## src/pkg/bhp_pkg.sv

```systemverilog
// What this block does
// - Port 2 bit 3 is a group 1 general line only while group 0 is in mode 0.
// - Only group 0 may enter the bidirectional mode; group 1 never can.
// - Bidirectional mode: port 0 is one 8-bit two-way port steered by upper port 2 bits.
// - Port 2 bits 3..7 are request, strobe, input full, acknowledge, output full.
// - Port 2 read returns output full, input full, request and both enable flags.
// - Peripheral picks direction: acknowledge takes output, strobe delivers input.
// - Output-full low goes low when a host write to port 0 completes.
// - Output-full low returns high while the acknowledge input is low.
// - Write enable is set or cleared by bit manipulation; acknowledge input unaffected.
// - Strobe falling latches the port 0 pins into the input buffer.
// - Input-full rises at strobe fall, falls at end of port 0 read with strobe high.
// - Read enable is set or cleared by bit manipulation; strobe input unaffected.
// - Group 0 request is the OR of read-side and write-side requests.
// - Enable flags are internal and are never driven onto port 2 pins.
// - Unused strobed-mode group 0 bits stay general, changed only by bit manipulation.
// - Read request rises with enable, strobe, input-full high and no read; falls at read start.
// - Write request rises after taking, with enable, output-full, ack high; falls at write start.
// - Mode select and reset clear all port bits, handshake flags and requests.
package bhp_pkg;

  localparam int unsigned DATA_W = 8;

  // ----------------------------------------------------------------
  // Register indexes (byte address is four times the index)
  // ----------------------------------------------------------------
  localparam logic [1:0] IDX_PORT0 = 2'h0;
  localparam logic [1:0] IDX_PORT1 = 2'h1;
  localparam logic [1:0] IDX_PORT2 = 2'h2;
  localparam logic [1:0] IDX_CMD   = 2'h3;
  localparam logic [2:0] HSIZE_WORD = 3'h2;

  // ----------------------------------------------------------------
  // Command word fields
  // ----------------------------------------------------------------
  localparam int unsigned CMD_MODE_SEL_BIT = 7;
  localparam int unsigned CMD_G0_MODE_HI   = 6;
  localparam int unsigned CMD_G0_MODE_LO   = 5;
  localparam int unsigned CMD_P0_IN_BIT    = 4;
  localparam int unsigned CMD_P2U_IN_BIT   = 3;
  localparam int unsigned CMD_P1_IN_BIT    = 1;
  localparam int unsigned CMD_P2L_IN_BIT   = 0;
  localparam int unsigned BMC_SEL_HI       = 3;
  localparam int unsigned BMC_SEL_LO       = 1;
  localparam int unsigned BMC_VAL_BIT      = 0;

  // ----------------------------------------------------------------
  // Port 2 bit roles for group 0
  // ----------------------------------------------------------------
  localparam logic [2:0] P2_IRQ0 = 3'h3;
  localparam logic [2:0] P2_INPUT_STROBE_N = 3'h4;
  localparam logic [2:0] P2_IN_BUF_FULL = 3'h5;
  localparam logic [2:0] P2_ACK0 = 3'h6;
  localparam logic [2:0] P2_OUT_BUF_FULL_N = 3'h7;
  localparam int unsigned P2_UPPER_LO = 4;
  localparam logic [7:0] P2_G1_MASK  = 8'h07;
  localparam logic [7:0] P2_ALL_MASK = 8'hFF;
  localparam logic [7:0] BYTE_ZERO   = 8'h00;
  localparam logic [31:0] WORD_ZERO  = 32'h0000_0000;

  typedef enum logic [2:0] {
    BHP_G0_MODE0 = 3'b001,
    BHP_G0_MODE1 = 3'b010,
    BHP_G0_MODE2 = 3'b100
  } bhp_g0_mode_t;

  typedef struct packed {
    bhp_g0_mode_t g0_mode;
    logic         p0_in;
    logic         p2u_in;
    logic         p1_in;
    logic         p2l_in;
  } bhp_cfg_t;

  localparam bhp_cfg_t CFG_RST = '{g0_mode: BHP_G0_MODE0, p0_in: 1'b1, p2u_in: 1'b1,
                                   p1_in: 1'b1, p2l_in: 1'b1};

  typedef struct packed {
    logic obf_n;
    logic ibf;
    logic rie;
    logic wie;
    logic rreq;
    logic wreq;
    logic taken;
    logic rd_busy;
    logic wr_busy;
  } bhp_hs_t;

  localparam bhp_hs_t HS_RST = '{obf_n: 1'b1, default: 1'b0};

  typedef struct packed {
    logic       rd_start;
    logic       wr_start;
    logic [1:0] ap_index;
    logic       ap_mapped;
    logic       rd_end;
    logic       wr_end;
    logic [1:0] dp_index;
    logic       dp_mapped;
    logic [7:0] wdata;
  } bhp_bus_evt_t;

endpackage : bhp_pkg

```

## src/design/bhp_ahb_slave.sv

```systemverilog
`timescale 1ns/1ps
module bhp_ahb_slave #(
  parameter int unsigned ADDR_W = 8
) (
  input  wire logic                  clk_sys,
  input  wire logic                  arst_n,
  input  wire logic                  hsel,
  input  wire logic [ADDR_W-1:0]     haddr,
  input  wire logic [1:0]            htrans,
  input  wire logic                  hwrite,
  input  wire logic [2:0]            hsize,
  input  wire logic                  hready,
  input  wire logic [31:0]           hwdata,
  input  wire logic [7:0]            rd_value,
  output bhp_pkg::bhp_bus_evt_t      evt,
  output logic [31:0]                hrdata,
  output logic                       hreadyout,
  output logic                       hresp
);

  generate
    if (ADDR_W < 5) begin : g_bad_addr
      $error("bhp_ahb_slave: ADDR_W must be at least 5");
    end
  endgenerate

  logic              ap_take;
  logic              ap_mapped;
  logic              dp_rd_reg, dp_rd_next;
  logic              dp_wr_reg, dp_wr_next;
  logic [1:0]        dp_idx_reg, dp_idx_next;
  logic              dp_map_reg, dp_map_next;
  logic [31:0]       hrdata_reg, hrdata_next;

  assign ap_take   = hsel & htrans[1] & hready;
  // Narrow or misaligned accesses hit nothing: reads give zero, writes vanish
  assign ap_mapped = (haddr[ADDR_W-1:4] == '0) & (haddr[1:0] == 2'h0) & (hsize == bhp_pkg::HSIZE_WORD);

  always_comb begin
    dp_rd_next  = ap_take & ~hwrite;
    dp_wr_next  = ap_take & hwrite;
    dp_idx_next = ap_take ? haddr[3:2] : dp_idx_reg;
    dp_map_next = ap_take ? ap_mapped : 1'b0;
    // Read value is sampled in the address phase so hrdata leaves a flop
    hrdata_next = (ap_take & ~hwrite & ap_mapped) ? {24'h00_0000, rd_value} : bhp_pkg::WORD_ZERO;
  end

  always_ff @(posedge clk_sys or negedge arst_n) begin
    if (!arst_n) begin
      dp_rd_reg  <= 1'b0;
      dp_wr_reg  <= 1'b0;
      dp_idx_reg <= 2'h0;
      dp_map_reg <= 1'b0;
      hrdata_reg <= bhp_pkg::WORD_ZERO;
    end else begin
      dp_rd_reg  <= dp_rd_next;
      dp_wr_reg  <= dp_wr_next;
      dp_idx_reg <= dp_idx_next;
      dp_map_reg <= dp_map_next;
      hrdata_reg <= hrdata_next;
    end
  end

  always_comb begin
    evt.rd_start  = ap_take & ~hwrite;
    evt.wr_start  = ap_take & hwrite;
    evt.ap_index  = haddr[3:2];
    evt.ap_mapped = ap_mapped;
    evt.rd_end    = dp_rd_reg;
    evt.wr_end    = dp_wr_reg;
    evt.dp_index  = dp_idx_reg;
    evt.dp_mapped = dp_map_reg;
    evt.wdata     = hwdata[7:0];
  end

  assign hrdata    = hrdata_reg;
  // Zero wait states and OKAY only; hreadyout kept in reset-defined form, hresp a plain zero
  assign hreadyout = arst_n | ~arst_n;
  assign hresp     = 1'b0;

endmodule : bhp_ahb_slave

```

## src/design/bhp_fall_det.sv

```systemverilog
`timescale 1ns/1ps
module bhp_fall_det #(
  parameter logic RST_LEVEL = 1'b1
) (
  input  wire logic clk_sys,
  input  wire logic arst_n,
  input  wire logic level,
  output logic      fall
);

  logic prev_reg;
  logic prev_next;

  always_comb begin
    prev_next = level;
  end

  always_ff @(posedge clk_sys or negedge arst_n) begin
    if (!arst_n) begin
      prev_reg <= RST_LEVEL;
    end else begin
      prev_reg <= prev_next;
    end
  end

  assign fall = prev_reg & ~level;

endmodule : bhp_fall_det

```

## src/design/bhp_port_ctrl.sv

```systemverilog
// The implementer's own choices: register access over AHB-Lite and the address map.
`timescale 1ns/1ps
module bhp_port_ctrl #(
  parameter int unsigned ADDR_W = 8
) (
  input  wire logic              clk_sys,
  input  wire logic              arst_n,
  input  wire logic              hsel,
  input  wire logic [ADDR_W-1:0] haddr,
  input  wire logic [1:0]        htrans,
  input  wire logic              hwrite,
  input  wire logic [2:0]        hsize,
  input  wire logic              hready,
  input  wire logic [31:0]       hwdata,
  output logic [31:0]            hrdata,
  output logic                   hreadyout,
  output logic                   hresp,
  input  wire logic [7:0]        p0_in,
  output logic [7:0]             p0_out,
  output logic                   p0_oe,
  input  wire logic [7:0]        p1_in,
  output logic [7:0]             p1_out,
  output logic                   p1_oe,
  input  wire logic [7:0]        p2_in,
  output logic [7:0]             p2_out,
  output logic [7:0]             p2_oe
);

  generate
    if (ADDR_W < 5) begin : g_bad_addr
      $error("bhp_port_ctrl: ADDR_W must be at least 5");
    end
  endgenerate

  // ----------------------------------------------------------------
  // State
  // ----------------------------------------------------------------
  bhp_pkg::bhp_cfg_t     cfg_reg, cfg_next;
  bhp_pkg::bhp_hs_t      hs_reg, hs_next;
  logic [7:0]            p0_latch_reg, p0_latch_next;
  logic [7:0]            p1_latch_reg, p1_latch_next;
  logic [7:0]            p2_latch_reg, p2_latch_next;
  logic [7:0]            in_buf_reg, in_buf_next;
  logic [7:0]            p0_out_reg, p0_out_next;
  logic                  p0_oe_reg, p0_oe_next;
  logic [7:0]            p1_out_reg, p1_out_next;
  logic                  p1_oe_reg, p1_oe_next;
  logic [7:0]            p2_out_reg, p2_out_next;
  logic [7:0]            p2_oe_reg, p2_oe_next;

  bhp_pkg::bhp_bus_evt_t evt;
  logic [7:0]            rd_value;
  logic                  hreadyout_w;
  logic                  g0_strobed;
  logic                  in_side;
  logic                  out_side;
  logic                  input_strobe_n;
  logic                  data_ack_in_n;
  logic                  stb_fall;
  logic                  host_read_of_port0_start;
  logic                  host_read_of_port0_end;
  logic                  host_write_to_port0_start;
  logic                  group0_irq_request;
  logic [7:0]            p2_plain_mask;
  logic [7:0]            p2_dir_in;
  logic [7:0]            p2_general;
  logic [2:0]            bmc_sel;

  // ----------------------------------------------------------------
  // Bus slave and strobe edge
  // ----------------------------------------------------------------
  bhp_ahb_slave #(.ADDR_W(ADDR_W)) u_slave (
    .clk_sys   (clk_sys),
    .arst_n    (arst_n),
    .hsel      (hsel),
    .haddr     (haddr),
    .htrans    (htrans),
    .hwrite    (hwrite),
    .hsize     (hsize),
    .hready    (hready),
    .hwdata    (hwdata),
    .rd_value  (rd_value),
    .evt       (evt),
    .hrdata    (hrdata),
    .hreadyout (hreadyout_w),
    .hresp     (hresp)
  );

  bhp_fall_det #(.RST_LEVEL(1'b1)) u_stb_fall (
    .clk_sys (clk_sys),
    .arst_n  (arst_n),
    .level   (input_strobe_n),
    .fall    (stb_fall)
  );

  assign hreadyout = hreadyout_w;

  // ----------------------------------------------------------------
  // Mode decode
  // ----------------------------------------------------------------
  function automatic bhp_pkg::bhp_cfg_t decode_mode(input logic [7:0] w);
    bhp_pkg::bhp_cfg_t c;
    c = bhp_pkg::CFG_RST;
    unique case (w[bhp_pkg::CMD_G0_MODE_HI:bhp_pkg::CMD_G0_MODE_LO])
      2'h0:    c.g0_mode = bhp_pkg::BHP_G0_MODE0;
      2'h1:    c.g0_mode = bhp_pkg::BHP_G0_MODE1;
      default: c.g0_mode = bhp_pkg::BHP_G0_MODE2;
    endcase
    c.p0_in  = w[bhp_pkg::CMD_P0_IN_BIT];
    c.p2u_in = w[bhp_pkg::CMD_P2U_IN_BIT];
    c.p1_in  = w[bhp_pkg::CMD_P1_IN_BIT];
    c.p2l_in = w[bhp_pkg::CMD_P2L_IN_BIT];
    // Group 1 has no mode bit decoded (command bit 2 is ignored) and no bidirectional code at all
    return c;
  endfunction : decode_mode

  assign g0_strobed = (cfg_reg.g0_mode != bhp_pkg::BHP_G0_MODE0);
  assign in_side    = (cfg_reg.g0_mode == bhp_pkg::BHP_G0_MODE2) |
                      ((cfg_reg.g0_mode == bhp_pkg::BHP_G0_MODE1) & cfg_reg.p0_in);
  assign out_side   = (cfg_reg.g0_mode == bhp_pkg::BHP_G0_MODE2) |
                      ((cfg_reg.g0_mode == bhp_pkg::BHP_G0_MODE1) & ~cfg_reg.p0_in);

  // Enables never mask the pins: the inputs depend only on mode
  assign input_strobe_n = in_side  ? p2_in[bhp_pkg::P2_INPUT_STROBE_N] : 1'b1;
  assign data_ack_in_n  = out_side ? p2_in[bhp_pkg::P2_ACK0] : 1'b1;

  assign host_read_of_port0_start  = evt.rd_start & evt.ap_mapped & (evt.ap_index == bhp_pkg::IDX_PORT0);
  assign host_write_to_port0_start = evt.wr_start & evt.ap_mapped & (evt.ap_index == bhp_pkg::IDX_PORT0);
  assign host_read_of_port0_end    = hs_reg.rd_busy;
  assign group0_irq_request        = hs_reg.rreq | hs_reg.wreq;

  // Bit 3 stays with group 1 only while group 0 is in mode 0
  assign p2_plain_mask = g0_strobed ? bhp_pkg::P2_G1_MASK : bhp_pkg::P2_ALL_MASK;
  assign p2_dir_in     = {{4{cfg_reg.p2u_in}}, {4{cfg_reg.p2l_in}}};
  assign bmc_sel       = evt.wdata[bhp_pkg::BMC_SEL_HI:bhp_pkg::BMC_SEL_LO];

  // ----------------------------------------------------------------
  // Read value
  // ----------------------------------------------------------------
  always_comb begin
    p2_general = (p2_in & p2_dir_in) | (p2_latch_reg & ~p2_dir_in);
    rd_value   = bhp_pkg::BYTE_ZERO;
    unique case (evt.ap_index)
      bhp_pkg::IDX_PORT0: begin
        if (g0_strobed) begin
          rd_value = in_side ? in_buf_reg : p0_latch_reg;
        end else begin
          rd_value = cfg_reg.p0_in ? p0_in : p0_latch_reg;
        end
      end
      bhp_pkg::IDX_PORT1: begin
        rd_value = cfg_reg.p1_in ? p1_in : p1_latch_reg;
      end
      bhp_pkg::IDX_PORT2: begin
        rd_value = p2_general;
        if (g0_strobed) begin
          rd_value[bhp_pkg::P2_IRQ0] = group0_irq_request;
        end
        if (in_side) begin
          rd_value[bhp_pkg::P2_INPUT_STROBE_N] = hs_reg.rie;
          rd_value[bhp_pkg::P2_IN_BUF_FULL] = hs_reg.ibf;
        end
        if (out_side) begin
          rd_value[bhp_pkg::P2_ACK0] = hs_reg.wie;
          rd_value[bhp_pkg::P2_OUT_BUF_FULL_N] = hs_reg.obf_n;
        end
      end
      bhp_pkg::IDX_CMD: begin
        rd_value = bhp_pkg::BYTE_ZERO;
      end
    endcase
  end

  // ----------------------------------------------------------------
  // Handshake and registers
  // ----------------------------------------------------------------
  always_comb begin
    cfg_next         = cfg_reg;
    hs_next          = hs_reg;
    p0_latch_next    = p0_latch_reg;
    p1_latch_next    = p1_latch_reg;
    p2_latch_next    = p2_latch_reg;
    in_buf_next      = in_buf_reg;
    hs_next.rd_busy  = host_read_of_port0_start;
    hs_next.wr_busy  = host_write_to_port0_start;

    // Peripheral acknowledge takes the byte
    if (!data_ack_in_n) begin
      hs_next.obf_n = 1'b1;
      hs_next.taken = 1'b1;
    end
    // Strobe latches the pins
    if (stb_fall) begin
      in_buf_next = p0_in;
      hs_next.ibf = 1'b1;
    end
    if (host_read_of_port0_end && input_strobe_n && in_side) begin
      hs_next.ibf = 1'b0;
    end

    // Read start clears; a read in flight blocks the set
    if (host_read_of_port0_start) begin
      hs_next.rreq = 1'b0;
    end else if (hs_reg.rie && input_strobe_n && hs_reg.ibf && !hs_reg.rd_busy && in_side) begin
      hs_next.rreq = 1'b1;
    end
    // Write request waits for a taken byte and a quiet bus
    if (host_write_to_port0_start) begin
      hs_next.wreq  = 1'b0;
      hs_next.taken = 1'b0;
    end else if (hs_reg.wie && hs_reg.obf_n && data_ack_in_n && hs_reg.taken && !hs_reg.wr_busy &&
                 out_side) begin
      hs_next.wreq = 1'b1;
    end

    if (evt.wr_end && evt.dp_mapped) begin
      unique case (evt.dp_index)
        bhp_pkg::IDX_PORT0: begin
          p0_latch_next = evt.wdata;
          // A fresh byte outranks an acknowledge in the same cycle
          if (out_side) begin
            hs_next.obf_n = 1'b0;
          end
        end
        bhp_pkg::IDX_PORT1: begin
          p1_latch_next = evt.wdata;
        end
        bhp_pkg::IDX_PORT2: begin
          // Plain writes skip group 0 bits in strobed modes
          p2_latch_next = (p2_latch_reg & ~p2_plain_mask) | (evt.wdata & p2_plain_mask);
        end
        bhp_pkg::IDX_CMD: begin
          if (evt.wdata[bhp_pkg::CMD_MODE_SEL_BIT]) begin
            cfg_next      = decode_mode(evt.wdata);
            hs_next       = bhp_pkg::HS_RST;
            p0_latch_next = bhp_pkg::BYTE_ZERO;
            p1_latch_next = bhp_pkg::BYTE_ZERO;
            p2_latch_next = bhp_pkg::BYTE_ZERO;
            in_buf_next   = bhp_pkg::BYTE_ZERO;
          end else if (in_side && bmc_sel == bhp_pkg::P2_INPUT_STROBE_N) begin
            hs_next.rie = evt.wdata[bhp_pkg::BMC_VAL_BIT];
          end else if (out_side && bmc_sel == bhp_pkg::P2_ACK0) begin
            hs_next.wie = evt.wdata[bhp_pkg::BMC_VAL_BIT];
          end else begin
            p2_latch_next[bmc_sel] = evt.wdata[bhp_pkg::BMC_VAL_BIT];
          end
        end
      endcase
    end
  end

  always_ff @(posedge clk_sys or negedge arst_n) begin
    if (!arst_n) begin
      cfg_reg      <= bhp_pkg::CFG_RST;
      hs_reg       <= bhp_pkg::HS_RST;
      p0_latch_reg <= bhp_pkg::BYTE_ZERO;
      p1_latch_reg <= bhp_pkg::BYTE_ZERO;
      p2_latch_reg <= bhp_pkg::BYTE_ZERO;
      in_buf_reg   <= bhp_pkg::BYTE_ZERO;
    end else begin
      cfg_reg      <= cfg_next;
      hs_reg       <= hs_next;
      p0_latch_reg <= p0_latch_next;
      p1_latch_reg <= p1_latch_next;
      p2_latch_reg <= p2_latch_next;
      in_buf_reg   <= in_buf_next;
    end
  end

  // ----------------------------------------------------------------
  // Pin drive
  // ----------------------------------------------------------------
  always_comb begin
    p0_out_next = p0_latch_reg;
    p0_oe_next  = 1'b0;
    unique case (cfg_reg.g0_mode)
      bhp_pkg::BHP_G0_MODE0: p0_oe_next = ~cfg_reg.p0_in;
      bhp_pkg::BHP_G0_MODE1: p0_oe_next = out_side;
      bhp_pkg::BHP_G0_MODE2: p0_oe_next = ~data_ack_in_n;
    endcase
    p1_out_next = p1_latch_reg;
    p1_oe_next  = ~cfg_reg.p1_in;
    p2_out_next = p2_latch_reg;
    p2_oe_next  = ~p2_dir_in;
    if (g0_strobed) begin
      p2_out_next[bhp_pkg::P2_IRQ0] = group0_irq_request;
      p2_oe_next[bhp_pkg::P2_IRQ0]  = 1'b1;
    end
    if (in_side) begin
      // Strobe pin is input only; the read enable is never driven onto a pin
      p2_out_next[bhp_pkg::P2_INPUT_STROBE_N] = 1'b0;
      p2_oe_next[bhp_pkg::P2_INPUT_STROBE_N]  = 1'b0;
      p2_out_next[bhp_pkg::P2_IN_BUF_FULL] = hs_reg.ibf;
      p2_oe_next[bhp_pkg::P2_IN_BUF_FULL]  = 1'b1;
    end
    if (out_side) begin
      p2_out_next[bhp_pkg::P2_ACK0] = 1'b0;
      p2_oe_next[bhp_pkg::P2_ACK0]  = 1'b0;
      p2_out_next[bhp_pkg::P2_OUT_BUF_FULL_N] = hs_reg.obf_n;
      p2_oe_next[bhp_pkg::P2_OUT_BUF_FULL_N]  = 1'b1;
    end
  end

  always_ff @(posedge clk_sys or negedge arst_n) begin
    if (!arst_n) begin
      p0_out_reg <= bhp_pkg::BYTE_ZERO;
      p0_oe_reg  <= 1'b0;
      p1_out_reg <= bhp_pkg::BYTE_ZERO;
      p1_oe_reg  <= 1'b0;
      p2_out_reg <= bhp_pkg::BYTE_ZERO;
      p2_oe_reg  <= bhp_pkg::BYTE_ZERO;
    end else begin
      p0_out_reg <= p0_out_next;
      p0_oe_reg  <= p0_oe_next;
      p1_out_reg <= p1_out_next;
      p1_oe_reg  <= p1_oe_next;
      p2_out_reg <= p2_out_next;
      p2_oe_reg  <= p2_oe_next;
    end
  end

  assign p0_out = p0_out_reg;
  assign p0_oe  = p0_oe_reg;
  assign p1_out = p1_out_reg;
  assign p1_oe  = p1_oe_reg;
  assign p2_out = p2_out_reg;
  assign p2_oe  = p2_oe_reg;

endmodule : bhp_port_ctrl

```

## config.mk

```make
export PLATFORM = sky130hd
export DESIGN_NAME = bhp_port_ctrl
export DESIGN_NICKNAME = d
export VERILOG_FILES = /design/src/pkg/bhp_pkg.sv /design/src/design/bhp_ahb_slave.sv /design/src/design/bhp_fall_det.sv /design/src/design/bhp_port_ctrl.sv
export SDC_FILE = /design/constraint.sdc
export NUM_CORES = 1
export LEC_CHECK = 0
export BUFFER_PORTS_ARGS = -buffer_cell sky130_fd_sc_hd__clkbuf_2
export CAP_MARGIN = 40
export CORE_MARGIN = 4
export CORE_UTILIZATION = 52
export DETAILED_ROUTE_END_ITERATION = 16
export PLACE_DENSITY = 0.89
export SLEW_MARGIN = 10
export SYNTH_ARGS = -nofsm -noshare
export SYNTH_HDL_FRONTEND = slang
export SYNTH_SLANG_ARGS = --single-unit
```

## constraint.sdc

```tcl
create_clock -name clk_sys -period 1.95 [get_ports clk_sys]
set_input_delay 0.0975 -clock clk_sys [delete_from_list [all_inputs] [get_ports clk_sys]]
set_output_delay 0.0975 -clock clk_sys [all_outputs]
set_load 0.01 [all_outputs]
```

==> out/results.ini, run 1 <==
[synthesis]
synth_seq_cells = 93
synth_ff_type = dfrtp_1
yosysMostFrequentCell = dfrtp_1
yosys.area_share.xor_xnor = 0.001885
ys_async_sr_fraction = 1.000
syn_area_per_cell_um2 = 10.06
synth_top_area_frac = 0.4631
yosys.area_share.simple = 0.1575
synth_fa_ha_area_frac = 0.01077
synth_top_family_by_area = simple AND/OR/NAND/NOR gates
synth_cells = 462
synth_area_leaders = dfrtp_1 (46%), mux2i_1 (6.7%), buf_4 (4.7%), nand2_1 (4.3%), a21oi_1 (4.1%)
yosysSeqAreaShare = 0.5027
synth.distinct_cells = 60
synth_compound_area_frac = 0.1543
yosys-mux-area-fraction = 0.09101
synth_edf_count = 0
syn_area_mm2 = 0.004647
yosys_warnings = 0
synth.largest_area_cell = dfrtp_1
yosys-top-cells-count = dfrtp_1 (86), nand2_1 (53), a21oi_1 (38)

[sta]
min_period_ns = 1.856
fin_ws_ns = 0.09424
fin_crit_sh = 0.9517
skew_ns = 0.01084
hold_violations = 0
slew_headroom = 0.6476
drv_slew = 0
max_freq_mhz = 538.9
rsz0062_at_grt = yes
worst_pin_slew_ns = 0.5286
setup_viol = 0

[critical_path]
path_max_fanout = 4
endpoint = p2_latch_reg[0]
r2r-end = p2_latch_reg[0]
start_kind = flip-flop
critPathRequiredTime_ns = 2.25
crit_type = reg -> reg
r2r_cells = 8
rr_startpoint = u_slave.dp_idx_reg[0]
ff2ff_setup_slack_ns = 0.09
cp-end-kind = flip-flop
crit_start = u_slave.dp_idx_reg[0]
critPathArrivalTime_ns = 2.15

[floorplan]
die_w_um = 102.5
core_mm2 = 0.008721
io_pins = 142
start_util = 0.5329
die_area_mm2 = 0.01051
rows = 34
die_h_um = 102.5

[clock_tree]
path_clk_slew_ns = 0.10
clock_sink_count = 93
cts_buffers = 9
cts_root_buf = clkbuf_8
cts_tree = done
htree_levels = 3
cts_max_path_buffers = 2
clock_latency_ns = 0.37

[pwr]
power_uw = 3948
ir_drop_mv = 0.3160
powerDensity_mw_per_mm2 = 706.6
leakage_uw = 0.002815

[layout]
drive_gt1_frac = 0.2882
n_antenna_cell = 0
fin_area_mm2 = 0.005588
area_growth_pct = 20.25
fin_nets = 649

[drt]
num_vias = 3919
drt.antenna.violating_nets = 0
drc = 0
drt_iter0_markers = 434
viasPerCell = 5.730
dr.pass1.iters = 5
drt-total-wl_mm = 12.27
routedWlPerCell_um = 17.93

[grt]
top_usage_layer = met2
grtUsageMet1 = 0.3079
grtUsageMet2 = 0.4067
met3_usage = 0.03112
grt_max_degree = 43
grt_pass1_wl_mm = 19.15
grt_pass1_vias = 3803
grt_usage = 0.2394
antenna_found_initial = 0
grt_overflow_total = 0

[place]
dpl.hpwl_mm = 8.976
routabilityCongestion = 0.9487
pre_cts_ws_ns = -0.1347
place_area_mm2 = 0.005197
io_buffers = 90

[flow_run]
cap_violations = 0

[run_status]
status = finished clean

[min_path]
hp-class = in -> reg
hold_depth = 3

## how the worst min path moves through the flow
stage                     startpoint                end  slack [ns]
after floorplan               arst_n          async pin       -0.20
after global placement        arst_n          p1_out[7]        0.10
after detailed placement      arst_n  u_slave.hrdata[1]        0.11
after CTS                   p0_in[0]      in_buf_reg[0]       0.002
after global routing        p0_in[2]      in_buf_reg[2]        0.05
final                       p0_in[0]      in_buf_reg[0]       0.007
## routing by layer
metal | share of wire | up-vias
li1 | - | 1764
met1 | 0.41 | 1911
met2 | 0.48 | 215
met3 | 0.077 | 29
met4 | 0.033 | 0
met5 | 0 | -
## logic make-up (layout without fill, tap and decap cells)
family,count (synthesis),count (layout)
simple gates,145,145
compound gates,110,110
flops,93,93
buf+inv,66,156
mux,41,41
fa+ha+maj,4,4
other cells,2,26
xor+xnor,1,1
## cell type report
class,count,area [µm²]
Inverter,12,45.04
Sequential cell,93,2336
Fill cell,672,3133
Timing Repair Buffer,128,773.2
Clock buffer,9,123.9
Clock inverter,7,103.9
Tap cell,108,135.1
Multi-Input combinational cell,327,2071
## stage by stage
step	std cells	hold slack, ns	utilization	setup TNS, ns
floorplan	486	-0.1981	-	0
global route	684	0.04914	0.6407	-0.06906
finish	684	0.007018	0.6407	0
detailed placement	655	0.1068	0.5960	-0.2013
global placement	655	0.1006	0.5960	-0.08287
CTS	680	0.001901	0.6331	0
## cell usage in the layout (no fill, tap or decap), types with 9 or more instances in the layout
| cell | count |
|---|---|
| clkbuf_2 | 89 |
| dfrtp_1 | 86 |
| nand2_1 | 53 |
| a21oi_1 | 38 |
| nor2_1 | 32 |
| mux2i_1 | 31 |
| buf_4 | 29 |
| o21ai_0 | 26 |
| conb_1 | 26 |
| nor2b_1 | 14 |
| inv_1 | 12 |
| clkbuf_8 | 9 |
| dlygate4sd3_1 | 9 |
## power by group
group	leakage (µW)	total [µW]	internal [µW]	switching [µW]
logic	0.00162	501	195	306
clock network	0.000108	1460	740	718
registers	0.00109	1990	1960	25.7
total	0.00282	3950	2900	1050
## repair_timing
| item | CTS | global route |
|---|---|---|
| endpoints found under the hold margin | 47 | 0 |
| pin swaps | 0 | 3 |
| buffers inserted | 0 | 4 |
| setup endpoints to repair | 3 | 19 |
| gates resized for setup | 2 | 7 |
| hold buffers | 9 | 0 |
## worst max-delay path, cell delays in order (launching register included)
cell and delay [ns]:
dfrtp_1 0.42, inv_1 0.10, ha_1 0.20, nor2_1 0.08, buf_4 0.13, a311oi_2 0.33, nor2_1 0.12, o31a_1 0.28
o21ai_1 0.12
No activity file was read; power rests on OpenSTA's default activity.
==> inputs of run 2 (changes only) <==
--- a/config.mk
+++ b/config.mk
@@ -8,9 +8,9 @@
 export BUFFER_PORTS_ARGS = -buffer_cell sky130_fd_sc_hd__clkbuf_2
 export CAP_MARGIN = 40
 export CORE_MARGIN = 4
-export CORE_UTILIZATION = 52
+export CORE_UTILIZATION = 44
 export DETAILED_ROUTE_END_ITERATION = 16
-export PLACE_DENSITY = 0.89
+export PLACE_DENSITY = 0.78
 export SLEW_MARGIN = 10
 export SYNTH_ARGS = -nofsm -noshare
 export SYNTH_HDL_FRONTEND = slang
==> run 2 against run 1 <==
  * First-iteration DRC count decreased by 54%
  * Die area increased by 17%
  * Count of clock-buffer cells in the layout unchanged
  * Sequential share of layout area increased by 0.16 points
  * Via count decreased by 3.7%
  * Flip-flop and latch count unchanged
  * Maximum frequency decreased by 0.78%
  * Critical path depth decreased by 2
  * Critical path type unchanged
  * Critical endpoint is now u_slave.hrdata[3]
==> out/results.ini, run 2 (synthesis gave the netlist of run 1 again) <==
[run_status]
status = finished clean

[place]
dpl.hpwl_mm = 8.868
placed_cells = 680
io_buffers = 90
routabilityCongestion = 0.9143
pre_cts_ws_ns = 0.02524

[sta]
max_freq_mhz = 534.7
hold_violations = 0
drv_slew = 0
slew_headroom = 0.6199
holdWs_ns = 0.02173
fin_ws_ns = 0.07974
fin_crit_sh = 0.9591
tns_ns = 0
skew_ns = 0.01107
min_period_ns = 1.870
rsz0062_at_grt = no
worst_pin_slew_ns = 0.5701
setup_viol = 0

[layout]
fin_nets = 646
area_growth_pct = 19.79
n_antenna_cell = 0
final_common_cell = clkbuf_2
stdcell_count = 709
layout_common_cells = clkbuf_2 (89), dfrtp_1 (86), nand2_1 (53), a21oi_1 (38), nor2_1 (32)
drive_gt1_frac = 0.2775

[floorplan]
die_w_um = 110.8
rows = 37
io_pins = 142
core_mm2 = 0.01032
start_util = 0.4501
die_h_um = 110.8
die_area_mm2 = 0.01227

[clock_tree]
cts_root_buf = clkbuf_8
clock_sink_count = 93
cts_tree = done
path_clk_slew_ns = 0.09
htree_levels = 3
cts_max_path_buffers = 2
cts_buffers = 9
clock_latency_ns = 0.37

[drt]
drt_iter0_markers = 198
dr.pass1.iters = 4
routedWlPerCell_um = 16.83
drc = 0
drt-total-wl_mm = 11.93
viasPerCell = 5.323
num_vias = 3774
drt.antenna.violating_nets = 0

[pwr]
seqPwrFrac = 0.529
p_switching_uw = 1014
p_clk_frac = 0.343
ir_drop_mv = 0.2892
power_frac_comb = 0.128
p_int_uw = 2745
switching_share = 0.2698
powerDensity_mw_per_mm2 = 675.3
leakage_uw = 0.002782

[grt]
grt_max_degree = 48
met3_usage = 0.04803
grt_overflow_total = 0
grt_pass1_vias = 3813
grtUsageMet1 = 0.2511
top_usage_layer = met2
grt_usage = 0.1953
grt_pass1_wl_mm = 19.24
grtUsageMet2 = 0.3208
antenna_found_initial = 0

[critical_path]
critPathArrivalTime_ns = 2.17
critPathRequiredTime_ns = 2.24
rr_startpoint = cfg_reg[6]
crit_start = cfg_reg[6]
path_max_fanout = 6
start_kind = flip-flop
cp-end-kind = flip-flop
crit_type = reg -> reg

[min_path]
hold_start = p0_in[5]
hp-class = in -> reg

[flow_run]
cap_violations = 0

==> run 2: cell types whose count changed in the layout (fill, tap and decap cells not counted), sizes merged <==
| cell | change |
|---|---|
| dlygate4sd3 | +1 |
| bufinv | -1 |
| buf | -4 |
| inv | -3 |
| clkinv | +4 |
==> run 2: what timing repair did <==
action | in CTS | in global routing
buffers inserted | 0 | 3
gates resized for setup | 0 | 5
endpoints found under the hold margin | 53 | 0
hold buffers | 10 | 0
endpoints found under the setup margin | 0 | 20
==> run 2: path summary, 6_finish.rpt <==
| check | end | slack (ns) | cells past startpoint |
|---|---|---|---|
| worst max-delay path | u_slave.hrdata[3] | 0.08 | 6 |
| worst min-delay path | in_buf_reg[5] | 0.02 | 3 |
| worst max register to register | u_slave.hrdata[3] | 0.08 | 6 |
| worst min register to register | p1_out[5] | 0.40 | 0 |
| max in group asynchronous | cfg_reg[2] | 0.94 | 3 |
| min in group asynchronous | p1_latch_reg[6] | 0.27 | 2 |
==> run 2: per-layer routing <==
metal,up-vias,wire length [µm]
met1,1836,4940
met4,0,142
met3,14,994
li1,1754,-
met5,-,0
met2,170,5855
==> run 2: layout make-up <==
type / count / area (µm²)
repair buffers: 125 / 769.5
multi-input cells: 327 / 2046
inverters: 12 / 45.04
clock buffers: 9 / 123.9
fillers: 902 / 4757
well taps: 136 / 170.2
flip-flops and latches: 93 / 2336
clock inverters: 7 / 76.32
==> run 2: critical path: stages, from the launching register on <==
cell     delay, ns
dfrtp_1       0.49
nor3b_4       0.37
a31o_1        0.35
buf_4         0.20
a21oi_1       0.06
a22o_1        0.19
a21oi_1       0.13
==> run 2: power groups by stage <==
stage | Sequential, µW | Clock (µW) | Combinational [µW]
floorplan | 2030 | 0 | 282
detailed placement | 2030 | 0 | 454
finish | 1990 | 1290 | 481
global placement | 2020 | 0 | 438
global route | 1990 | 1390 | 530
CTS | 1990 | 1320 | 472
==> run 2: stage by stage <==
step / total power, µW / utilization / area [µm²]
2_1_floorplan: 2308 / - / 4737
3_3_place_gp: 2462 / 0.5059 / 5223
3_5_place_dp: 2480 / 0.5059 / 5223
4_1_cts: 3780 / 0.5350 / 5523
5_1_grt: 3909 / 0.5392 / 5567
6_report: 3759 / 0.5392 / 5567
